<file path="src/rtl/rsr_pkg.sv">
package rsr_pkg;
  // system clock and serial ring rate
  localparam int CLK_KHZ = 250000;
  localparam int BAUD_KBAUD = 500;
  // clock cycles in one ring bit period
  localparam int BIT_CYC = CLK_KHZ / BAUD_KBAUD;
  // per-node process data ceiling, in bytes
  localparam int MAX_BYTES = 20;
  // coupler module ceilings
  localparam int MAX_MODS = 16;
  // ring-wide ceilings kept by the master
  localparam int MAX_DEVICES = 512;
  localparam int MAX_POINTS = 4096;
  // identity word layout
  localparam int ID_W = 16;
  localparam int CNT_W = 5;
  localparam int TYPE_W = 4;
  localparam int ID_IN_LSB = 11;
  localparam int ID_OUT_LSB = 6;
  localparam int ID_TYPE_LSB = 2;
  localparam int ID_SEG_OFF_BIT = 1;
  localparam int ID_ERR_BIT = 0;
  // loop-back word sent ahead of every frame
  localparam int LB_W = 16;
  localparam logic [15:0] LB_WORD = 16'hc35a;
  // output buffer depth in the node
  localparam int BUF_DEPTH = 2;
  // master sequencer states
  typedef enum logic [1:0] {
    RSR_IDLE = 2'b00,
    RSR_SETUP = 2'b01,
    RSR_SHIFT = 2'b10,
    RSR_LATCH = 2'b11
  } rsr_mst_state_e;
endpackage

</file>
<file path="src/rtl/rsr_ring_if.sv">
`timescale 1ns/100ps
`default_nettype none
// ring link between master and first node
interface rsr_ring_if;
  logic m2n_data;    // outbound serial bit
  logic m2n_shift;   // one-cycle shift strobe
  logic m2n_id_mode; // level: identification cycle active
  logic m2n_latch;   // one-cycle end-of-cycle command
  logic n2m_data;    // return serial bit
  logic n2m_rdy;     // level: ring can accept a latch
  modport master (
    output m2n_data, m2n_shift, m2n_id_mode, m2n_latch,
    input n2m_data, n2m_rdy
  );
  modport node (
    input m2n_data, m2n_shift, m2n_id_mode, m2n_latch,
    output n2m_data, n2m_rdy
  );
endinterface
`default_nettype wire

</file>
<file path="src/rtl/rsr_node.sv">
// How it works
// - node inserts register sized by I/O
// - nodes chained in series, end returns
// - only master strobes move bits
// - identity word: type, counts, flags
// - identification cycle at init, on request
// - inputs return while outputs go out
// - at most 20 bytes each way
// - master handles at most 4096 points
// - ring holds at most 512 devices
// - no onward segment: loop path back
// - master repeats data cycles at intervals
// - coupler may cut its onward segment
// - up to 16 input, 16 output modules
// - ring bit rate is 500 kBaud
// - node regenerates signals for next station
// - loop-back word first, then output data
// - latch command closes each cycle
// - latch: outputs to periphery, inputs loaded
// - position in ring is the address
`timescale 1ns/100ps
`default_nettype none
module rsr_node #(
  parameter int IN_BYTES = 20,
  parameter int OUT_BYTES = 20,
  parameter int N_IN_MODS = 16,
  parameter int N_OUT_MODS = 16,
  // module type code; value is arbitrary
  parameter logic [3:0] MOD_TYPE = 4'h3
) (
  // clock and reset
  input wire logic clk_in,
  input wire logic resetn_in,
  // inbound ring side
  rsr_ring_if.node up,
  // outbound ring side, toward the next station
  output logic next_data_out,
  output logic next_shift_out,
  output logic next_id_mode_out,
  output logic next_latch_out,
  input wire logic next_ret_in,
  input wire logic next_rdy_in,
  input wire logic next_present_in,
  // segment control
  input wire logic seg_en_in,
  output logic seg_off_out,
  // periphery inputs
  input wire logic [8*IN_BYTES-1:0] in_data_in,
  input wire logic periph_err_in,
  // periphery outputs, through the two-entry buffer
  output logic [8*OUT_BYTES-1:0] out_data_out,
  output logic out_valid_out,
  input wire logic out_ready_in
);
  // register length follows the wider direction
  localparam int W = 8 * ((IN_BYTES > OUT_BYTES) ? IN_BYTES : OUT_BYTES);
  localparam int OW = 8 * OUT_BYTES;

  // refuse widths the ring cannot carry
  if (IN_BYTES < 1 || IN_BYTES > rsr_pkg::MAX_BYTES ||
      OUT_BYTES < 1 || OUT_BYTES > rsr_pkg::MAX_BYTES)
  begin : g_chk_bytes
    $error("node data width out of range");
  end
  // refuse more modules than the coupler can serve
  if (N_IN_MODS < 0 || N_IN_MODS > rsr_pkg::MAX_MODS ||
      N_OUT_MODS < 0 || N_OUT_MODS > rsr_pkg::MAX_MODS)
  begin : g_chk_mods
    $error("module count out of range");
  end

  // process data shift register
  logic [W-1:0] data_q;
  // identity shift register
  logic [rsr_pkg::ID_W-1:0] id_sh_q;
  // assembled identity word
  logic [rsr_pkg::ID_W-1:0] id_word;
  // bit this node pushes onward on the next strobe
  logic msb;
  // loop the ring back here
  logic loop_back;
  // return path flop
  logic ret_q;
  // onward repeater flops
  logic nx_data_q;
  logic nx_shift_q;
  logic nx_mode_q;
  logic nx_latch_q;
  // output buffer storage and pointers
  logic [OW-1:0] buf_q [rsr_pkg::BUF_DEPTH];
  logic wr_q;
  logic rd_q;
  logic [1:0] cnt_q;
  // buffer handshakes
  logic push;
  logic pop;
  logic buf_full;

  // segment cut by control or by a missing onward line
  assign loop_back = !(seg_en_in && next_present_in);
  assign seg_off_out = loop_back;

  // identity word from build parameters and live flags
  always_comb
  begin
    id_word = '0;
    id_word[rsr_pkg::ID_IN_LSB +: rsr_pkg::CNT_W] =
      rsr_pkg::CNT_W'(IN_BYTES);
    id_word[rsr_pkg::ID_OUT_LSB +: rsr_pkg::CNT_W] =
      rsr_pkg::CNT_W'(OUT_BYTES);
    id_word[rsr_pkg::ID_TYPE_LSB +: rsr_pkg::TYPE_W] = MOD_TYPE;
    id_word[rsr_pkg::ID_SEG_OFF_BIT] = loop_back;
    id_word[rsr_pkg::ID_ERR_BIT] = periph_err_in;
  end

  // the identity register sits in the ring only during identification
  assign msb = up.m2n_id_mode ? id_sh_q[rsr_pkg::ID_W-1] : data_q[W-1];

  // identity register: reloads while idle, shifts in identification
  always_ff @(posedge clk_in or negedge resetn_in)
  begin
    if (!resetn_in)
    begin
      id_sh_q <= '0;
    end
    else if (!up.m2n_id_mode)
    begin
      // fresh flags for every identification cycle
      id_sh_q <= id_word;
    end
    else if (up.m2n_shift)
    begin
      // one bit per master strobe
      id_sh_q <= {id_sh_q[rsr_pkg::ID_W-2:0], up.m2n_data};
    end
  end

  // data register: shifts on strobes, swaps with periphery on latch
  always_ff @(posedge clk_in or negedge resetn_in)
  begin
    if (!resetn_in)
    begin
      data_q <= '0;
    end
    else if (!up.m2n_id_mode && up.m2n_shift)
    begin
      // inputs leave at the top as outputs enter at the bottom
      data_q <= {data_q[W-2:0], up.m2n_data};
    end
    else if (!up.m2n_id_mode && up.m2n_latch)
    begin
      // sample fresh periphery inputs for the next cycle
      data_q <= W'(in_data_in);
    end
  end

  // push the delivered outputs on a data-cycle latch
  assign push = up.m2n_latch && !up.m2n_id_mode && !buf_full;
  assign pop = out_valid_out && out_ready_in;
  assign buf_full = (cnt_q == 2'(rsr_pkg::BUF_DEPTH));

  // buffer storage, one flop bank per entry
  for (genvar e = 0; e < rsr_pkg::BUF_DEPTH; e++)
  begin : g_buf
    always_ff @(posedge clk_in or negedge resetn_in)
    begin
      if (!resetn_in)
      begin
        buf_q[e] <= '0;
      end
      else if (push && (wr_q == 1'(e)))
      begin
        buf_q[e] <= data_q[OW-1:0];
      end
    end
  end

  // buffer pointers and fill count
  always_ff @(posedge clk_in or negedge resetn_in)
  begin
    if (!resetn_in)
    begin
      wr_q <= 1'b0;
      rd_q <= 1'b0;
      cnt_q <= 2'b00;
    end
    else
    begin
      if (push)
      begin
        wr_q <= !wr_q;
      end
      if (pop)
      begin
        rd_q <= !rd_q;
      end
      // simultaneous push and pop leaves the count alone
      if (push && !pop)
      begin
        cnt_q <= cnt_q + 2'b01;
      end
      else if (pop && !push)
      begin
        cnt_q <= cnt_q - 2'b01;
      end
    end
  end

  // buffer read side
  assign out_valid_out = (cnt_q != 2'b00);
  assign out_data_out = buf_q[rd_q];

  // ring may latch only when no node would drop a word
  assign up.n2m_rdy = !buf_full && (loop_back || next_rdy_in);

  // return path: own register when last, else the onward return
  always_ff @(posedge clk_in or negedge resetn_in)
  begin
    if (!resetn_in)
    begin
      ret_q <= 1'b0;
    end
    else if (loop_back)
    begin
      ret_q <= msb;
    end
    else
    begin
      ret_q <= next_ret_in;
    end
  end
  assign up.n2m_data = ret_q;

  // repeater toward the next station, one clock late
  // the pre-shift bit travels with its strobe, so chaining holds
  always_ff @(posedge clk_in or negedge resetn_in)
  begin
    if (!resetn_in)
    begin
      nx_data_q <= 1'b0;
      nx_shift_q <= 1'b0;
      nx_mode_q <= 1'b0;
      nx_latch_q <= 1'b0;
    end
    else if (loop_back)
    begin
      // a cut segment sees no strobes at all
      nx_data_q <= 1'b0;
      nx_shift_q <= 1'b0;
      nx_mode_q <= 1'b0;
      nx_latch_q <= 1'b0;
    end
    else
    begin
      nx_data_q <= msb;
      nx_shift_q <= up.m2n_shift;
      nx_mode_q <= up.m2n_id_mode;
      // identification latches pass on even when a buffer is full
      nx_latch_q <= up.m2n_latch &&
                    (up.m2n_id_mode || up.n2m_rdy);
    end
  end

  // onward pins; no address anywhere, position alone decides
  assign next_data_out = nx_data_q;
  assign next_shift_out = nx_shift_q;
  assign next_id_mode_out = nx_mode_q;
  assign next_latch_out = nx_latch_q;
endmodule
`default_nettype wire

</file>
<file path="src/flat_wrapper.sv">
// flat-port wrapper written by rule: the top's interface ports become plain ports
module rsr_node_flat 
#(
  parameter int IN_BYTES = 20,
  parameter int OUT_BYTES = 20,
  parameter int N_IN_MODS = 16,
  parameter int N_OUT_MODS = 16,
                                         
  parameter logic [3:0] MOD_TYPE = 4'h3
)
  (clk_in, resetn_in, next_data_out, next_shift_out, next_id_mode_out, next_latch_out, next_ret_in, next_rdy_in, next_present_in, seg_en_in, seg_off_out, in_data_in, periph_err_in, out_data_out, out_valid_out, out_ready_in, up_m2n_data, up_m2n_shift, up_m2n_id_mode, up_m2n_latch, up_n2m_data, up_n2m_rdy);
  rsr_ring_if up_i ();
  input wire logic clk_in;
  input wire logic resetn_in;
  output logic next_data_out;
  output logic next_shift_out;
  output logic next_id_mode_out;
  output logic next_latch_out;
  input wire logic next_ret_in;
  input wire logic next_rdy_in;
  input wire logic next_present_in;
  input wire logic seg_en_in;
  output logic seg_off_out;
  input wire logic [8*IN_BYTES-1:0] in_data_in;
  input wire logic periph_err_in;
  output logic [8*OUT_BYTES-1:0] out_data_out;
  output logic out_valid_out;
  input wire logic out_ready_in;
  input wire logic [$bits(up_i.m2n_data)-1:0] up_m2n_data;
  input wire logic [$bits(up_i.m2n_shift)-1:0] up_m2n_shift;
  input wire logic [$bits(up_i.m2n_id_mode)-1:0] up_m2n_id_mode;
  input wire logic [$bits(up_i.m2n_latch)-1:0] up_m2n_latch;
  output wire logic [$bits(up_i.n2m_data)-1:0] up_n2m_data;
  output wire logic [$bits(up_i.n2m_rdy)-1:0] up_n2m_rdy;
  assign up_i.m2n_data = up_m2n_data;
  assign up_i.m2n_shift = up_m2n_shift;
  assign up_i.m2n_id_mode = up_m2n_id_mode;
  assign up_i.m2n_latch = up_m2n_latch;
  assign up_n2m_data = up_i.n2m_data;
  assign up_n2m_rdy = up_i.n2m_rdy;
  rsr_node #(.IN_BYTES(IN_BYTES), .OUT_BYTES(OUT_BYTES), .N_IN_MODS(N_IN_MODS), .N_OUT_MODS(N_OUT_MODS), .MOD_TYPE(MOD_TYPE)) u_core (.clk_in(clk_in), .resetn_in(resetn_in), .up(up_i), .next_data_out(next_data_out), .next_shift_out(next_shift_out), .next_id_mode_out(next_id_mode_out), .next_latch_out(next_latch_out), .next_ret_in(next_ret_in), .next_rdy_in(next_rdy_in), .next_present_in(next_present_in), .seg_en_in(seg_en_in), .seg_off_out(seg_off_out), .in_data_in(in_data_in), .periph_err_in(periph_err_in), .out_data_out(out_data_out), .out_valid_out(out_valid_out), .out_ready_in(out_ready_in));
endmodule
</file>
<file path="config.mk">
export PLATFORM = sky130hd
export DESIGN_NAME = rsr_node_flat
export DESIGN_NICKNAME = d
export VERILOG_FILES = /design/src/rtl/rsr_pkg.sv /design/src/rtl/rsr_ring_if.sv /design/src/rtl/rsr_node.sv /design/src/flat_wrapper.sv
export SDC_FILE = /design/constraint.sdc
export NUM_CORES = 1
export LEC_CHECK = 0
export BUFFER_PORTS_ARGS = -buffer_cell sky130_fd_sc_hd__buf_2
export CAP_MARGIN = 20
export CORE_MARGIN = 2
export CORE_UTILIZATION = 62
export CTS_CLUSTER_SIZE = 16
export DETAILED_ROUTE_END_ITERATION = 8
export HOLD_SLACK_MARGIN = 0.06
export PLACE_DENSITY = 0.95
export SLEW_MARGIN = 10
export SYNTH_ARGS = -nofsm -noshare
export SYNTH_HDL_FRONTEND = slang
export SYNTH_SLANG_ARGS = --single-unit
</file>
<file path="constraint.sdc">
create_clock -name clk_in -period 3.3 [get_ports clk_in]
set_clock_uncertainty 0.05 [all_clocks]
set_input_delay 0.495 -clock clk_in [delete_from_list [all_inputs] [get_ports clk_in]]
set_output_delay 0.495 -clock clk_in [all_outputs]
set_load 0.01 [all_outputs]
</file>
==> summary.txt, run 1 <==
status = completed
Synth Area per Inst = 13.8 sq um
CTS clk-pin slew, worst paths = 60 ps
clk root buf = clkbuf_16
number of synthesized flops with an enable pin = 0
Worst Setup SP = u_core.rd_q
WP data arrival = 2370 ps
WP data required = 2750 ps
dpl hpwl = 35,200 microns
MaxCap Viol Count = 0
Placer Congestion = 0.818
final setup TNS = 0 ps
total global-route track usage = 28.6%
Fin Hold WS = 101 ps
Fin. Hold Viols = 0
first-pass GRT wire length = 86,100 microns
Layout area overhead = 16.9%
global route total overflow = 0
top cell type's share of synthesized area = 55.9%
Power Dens Cells = 906 nW/um^2
DIE HEIGHT = 195 microns
Synth Flop Type = dfrtp_1
worst reg2reg endpoint = u_core.buf_q[103]
htree depth = 2
f_max = 343 MHz
Synth top cells by count = dfrtp_1, mux2_2, mux2i_1
sequential area share after synthesis = 55.9%
Detailed Route WL = 54,200 microns
Die Span X = 195 microns
Netlist Area Pre-Place = 22,600 sq um
Worst-Skew Late Latency = 590 ps
Worst Setup EP = out_data_out[12]
CP peak stage delay = 840 ps
Final setup viols = 0
Tcrit/Tclk final = 88.4%
Leakage = 0.0127 uW
clock sink count = 505
Cell variety after synth = 29
CTS tree = done
Pre-Repair DR Iteration Count = 5
antenna violations before repair = 12
Synth area leaders = dfrtp_1, mux2_2, mux2i_1
Least-Margin Pin Slew = 935 ps
crit path max-delay cell type = dfrtp_4
Routed WL per cell = 21.9 microns
post-route ant nets = 0
CP Capture Type = output port
final max-slew violation count = 0
Yosys Warn Count = 0
final core utilization = 74.0%
syn_nets = 1,814
area leader, netlist = dfrtp_1
Initial Util = 63.3%
reg2reg path depth = 4
peak supply drop = 0.678 mV
die area = 38,000 sq um
WS Path Type = reg -> out
worst r2r src = u_core.cnt_q[0]
element type at the critical path start = flip-flop
row cnt = 69
flops & latches, synth = 505
starting DRC count in detailed routing = 829
post-CTS sizing = 0
fraction of layout instances using a drive strength above 1 = 42.3%
Vias = 14.6k
HP Class = in -> reg
Synth async-reset ratio = 100%
core footprint = 35,700 sq um
DP Area = 24,700 sq um
clk buf depth = 3
DR vias/cell = 5.89
Boundary Pins = 340
clock buffer count from CTS = 50
setup bufs post-CTS = 0
largest net degree at the start of global routing = 102
Slew headroom = 37.7%
setup repair after global routing missed its margin = false
most common cell in the synthesized netlist = dfrtp_1
final worst path period need = 2920 ps
r2r setup slk = 950 ps
Final Net Count = 2,144
post-route cell area = 26,400 sq um
Post-route DRC = 0
Port Buf Inserts = 339
crit path cell chain = buf_4, mux2_2, buf_2
Synth Instances = 1,641
vias in the first global route = 15.6k
Critical Path Fanout Max = 36
==> logic make-up (layout without fill, tap and decap cells) <==
group	after synthesis	count (layout)	synth area share, %
buffers and inverters	111	477	3.19
adder cells (fa/ha/maj)	1	1	0.0553
AND/OR/NAND/NOR	196	196	3.73
XOR/XNOR	5	5	0.194
other	0	5	0
flip-flops	505	505	55.9
multiplexers	651	651	33.1
AO/OA/AOI/OAI	172	172	3.84
==> metal layers <==
layer / vias to the layer above / routed length [microns] / global-route usage, %
met5: - / 103 / 0
met4: 14 / 1510 / 8.31
met3: 129 / 4110 / 7.81
met2: 524 / 26700 / 47.3
met1: 7448 / 21800 / 37.4
li1: 6448 / - / -
==> cells in the final DEF (no fill, tap or decap), types with 10 or more instances in the layout <==
master and count:
clkbuf_8 14, mux2_4 100, mux2i_1 171, o21ai_0 100, mux2_2 280, clkbuf_1 14, clkbuf_16 51, buf_2 338
buf_4 34, a21oi_1 10, nand2_1 168, dfrtp_1 504, mux2_1 100, o21ai_1 60, buf_12 14
==> registers in the layout, indices dropped and copies added, names as in the netlist, 2 cells and up <==
register,flops
u_core.cnt_q,2
u_core.data_q,160
u_core.buf_q,320
u_core.id_sh_q,16
==> per-stage QoR <==
step | power (uW) | setup slack [ps] | std cells
final | 24000 | 382 | 2473
after global routing | 25000 | 327 | 2470
after CTS | 24000 | 380 | 2467
after detailed placement | 18100 | 808 | 2378
after global placement | 17600 | 892 | 2378
after floorplan | 15000 | 1380 | 1641
==> report_power, final <==
| group | switching (uW) | internal [uW] |
|---|---|---|
| registers | 1490 | 8360 |
| clock network | 2360 | 3380 |
| logic | 3810 | 4560 |
| total | 7660 | 16300 |
==> layout make-up <==
type | count | area, sq um
Sequential cell | 505 | 12600
Fill cell | 2099 | 9310
Multi-Input combinational cell | 1025 | 9280
Timing Repair Buffer | 389 | 2280
Clock buffer | 79 | 1520
Tap cell | 461 | 577
Clock inverter | 9 | 124
Antenna cell | 5 | 12.5
==> how the worst min path moves through the flow <==
stage / cells after the start / start / end / slack [ps]
after global placement: 1 / u_core.buf_q[69] / u_core.buf_q[69] / 420
after global routing: 3 / next_ret_in / u_core.up.n2m_data / 90
after detailed placement: 1 / u_core.buf_q[109] / u_core.buf_q[109] / 430
after CTS: 3 / next_ret_in / u_core.up.n2m_data / 80
after floorplan: 0 / resetn_in / u_core.buf_q[0] / 150
final: 3 / next_ret_in / u_core.up.n2m_data / 100
==> critical path: cells and delay by family, from the launching register on <==
kind | cells | cell delay, ps
flops | 1 | 840
buf+inv | 2 | 530
mux | 1 | 400
==> timing repair <==
item                                   4_1_cts  5_1_grt
setup endpoints to repair                    0        0
endpoints found under the hold margin       85        0
hold buffers                                 1        0
(Power assumes the default switching activity.)
==> run 2, diff against run 1 <==
CORE_MARGIN = 10   (was 2)
==> run 2 against run 1 <==
Compared with the run above:
- sequential cell count unchanged
- combinational power up 2%
- sequential share of layout area up 0.21 points
- register-to-register slack better by 270 ps
- worst hold slack better by 1.1 ps
- cell count down 0.77%
- critical path type unchanged
- critical endpoint is now out_data_out[80]
- largest power group unchanged
- highest routed layer unchanged
==> summary.txt, run 2 (synthesis results as in run 1) <==
area occupied by multi-input gates = 9280 sq um (unchanged)
clk buf depth = 3 (unchanged)
WP data arrival = 2450 ps (+80 ps)
Boundary Pins = 340 (unchanged)
crit path max-delay cell type = dfrtp_4
htree depth = 2 (unchanged)
Worst-Skew Late Latency = 590 ps (about the same)
vias in the first global route = 15.9k (+1.9%)
Largest register FFs = 320 (unchanged)
Die Span X = 211 microns (+8.2%)
peak supply drop = 0.684 mV (+1.0%)
HP Class = in -> reg
most frequent cells in the layout = dfrtp_1, buf_2, mux2_2
Cells after DPL = 2,361 (-0.71%)
setup bufs post-CTS = 0 (unchanged)
die area = 44,500 sq um (+17%)
CTS tree = done
clk root buf = clkbuf_16
CTS clk-pin slew, worst paths = 70 ps (about the same)
setup repair after global routing missed its margin = false
DP Area = 24,600 sq um (-0.47%)
Final Net Count = 2,126 (-0.84%)
Worst Hold Path EP = u_core.id_sh_q[0]
Power Dens Cells = 923 nW/um^2 (+1.9%)
Top Registers = u_core.buf_q (320), u_core.data_q (160), u_core.id_sh_q (16)
Vias = 14.6k (+0.46%)
Biggest register = u_core.buf_q
final setup TNS = 0 ps (unchanged)
global route total overflow = 0 (unchanged)
worst r2r src = u_core.cnt_q[0]
starting DRC count in detailed routing = 1,051 (+27%)
Final setup viols = 0 (unchanged)
Initial Util = 63.3% (unchanged)
Non-Filler Instances = 2,454 (-0.77%)
Routed WL per cell = 23.6 microns (+7.5%)
WP data required = 2750 ps (about the same)
post-route cell area = 26,300 sq um (-0.43%)
Leakage = 0.0126 uW (-0.60%)
first-pass GRT wire length = 91,000 microns (+5.7%)
Placer Congestion = 0.832 (+1.7%)
final worst path period need = 3000 ps (+79.5 ps)
f_max = 334 MHz (-2.7%)
Fin Hold WS = 102 ps (+1.10 ps)
dpl hpwl = 36,900 microns (+4.8%)
worst path buffer plus inverter count = 2 (unchanged)
fraction of layout instances using a drive strength above 1 = 42.0% (-0.31 points)
antenna violations before repair = 3 (-9)
crit path cell chain = buf_4, mux2_2, buf_2
Final Total Pwr = 24,300 uW (+1.5%)
final max-slew violation count = 0 (unchanged)
Filler Cell Count = 2,072 (-1.3%)
clock buffer count from CTS = 50 (unchanged)
Tcrit/Tclk final = 90.8% (+2.4 points)
clock sink count = 505 (unchanged)
CP peak stage delay = 950 ps (+110 ps)
post-route ant nets = 0 (unchanged)
total global-route track usage = 25.6% (-3.0 points)
core footprint = 35,700 sq um (unchanged)
row cnt = 69 (unchanged)
Fin. Hold Viols = 0 (unchanged)
worst reg2reg endpoint = u_core.buf_q[104]
register area = 12,600 sq um (unchanged)
Post-route DRC = 0 (unchanged)
Slew headroom = 46.7% (+9.1 points)
reg2reg path depth = 4 (unchanged)
Port Buf Inserts = 339 (unchanged)
commonest non-fill, non-tap cell in the layout = dfrtp_1
CP Capture Type = output port
DR vias/cell = 5.96 (+1.2%)
Critical Path Fanout Max = 42 (+17%)
DIE HEIGHT = 211 microns (+8.2%)
WHS Path Cells = 3 (unchanged)
MaxCap Viol Count = 0 (unchanged)
element type at the critical path start = flip-flop
Least-Margin Pin Slew = 799 ps (-136 ps)
r2r setup slk = 1220 ps (+270 ps)
cell family contributing the most delay on the critical path = flip-flops
WS Path Type = reg -> out
status = completed
Layout area overhead = 16.4%
Pre-Repair DR Iteration Count = 9 (+4)
HP Start = periph_err_in
largest net degree at the start of global routing = 151 (+48%)
Detailed Route WL = 57,800 microns (+6.7%)
## run 2: report_power, final
group | internal (uW) | switching [uW]
logic | 4560 | 3950
clock network | 3450 | 2420
registers | 8350 | 1570
## run 2: what timing repair did
action,4_1_cts,5_1_grt
hold buffers,1,0
endpoints found under the hold margin,56,0
gates resized for setup,0,0
## run 2: metrics by stage
| stage | util [%] | setup slack [ps] |
|---|---|---|
| floorplan | - | 1380 |
| global placement | 68.9 | 875 |
| detailed placement | 68.9 | 854 |
| CTS | 73.6 | 319 |
| global route | 73.6 | 266 |
| finish | 73.6 | 302 |
## run 2: per-layer routing
metal / global-route usage (%) / share of wire, % / vias up
met4: 6.37 / 2.1 / 4
met3: 6.96 / 7.3 / 106
met2: 43.4 / 50 / 569
met1: 32.1 / 40 / 7550
met5: 0 / 0.059 / -
li1: - / - / 6401
## run 2: final cells by class
type	count	area share, %
Antenna cell	2	0.0190
Clock buffer	72	5.53
Timing Repair Buffer	371	8.12
Tap cell	461	2.19
Clock inverter	18	0.860
Sequential cell	505	48.0
Multi-Input combinational cell	1025	35.3
## run 2: tightest hold or removal path: cells and delay by family
family	cells	cell delay (ps)
buf+inv	1	70
compound gates	1	100
simple gates	1	30
## run 2: worst max path at each step
stage	from	endpoint	slack (ps)	cells past startpoint
5_1_grt	u_core.rd_q	out_data_out[87]	270	3
6_report	u_core.rd_q	out_data_out[80]	300	3
3_5_place_dp	up_m2n_id_mode	u_core.buf_q[6]	850	4
2_1_floorplan	u_core.rd_q	out_data_out[100]	1380	4
3_3_place_gp	up_m2n_id_mode	u_core.buf_q[19]	880	4
4_1_cts	u_core.rd_q	out_data_out[80]	320	3
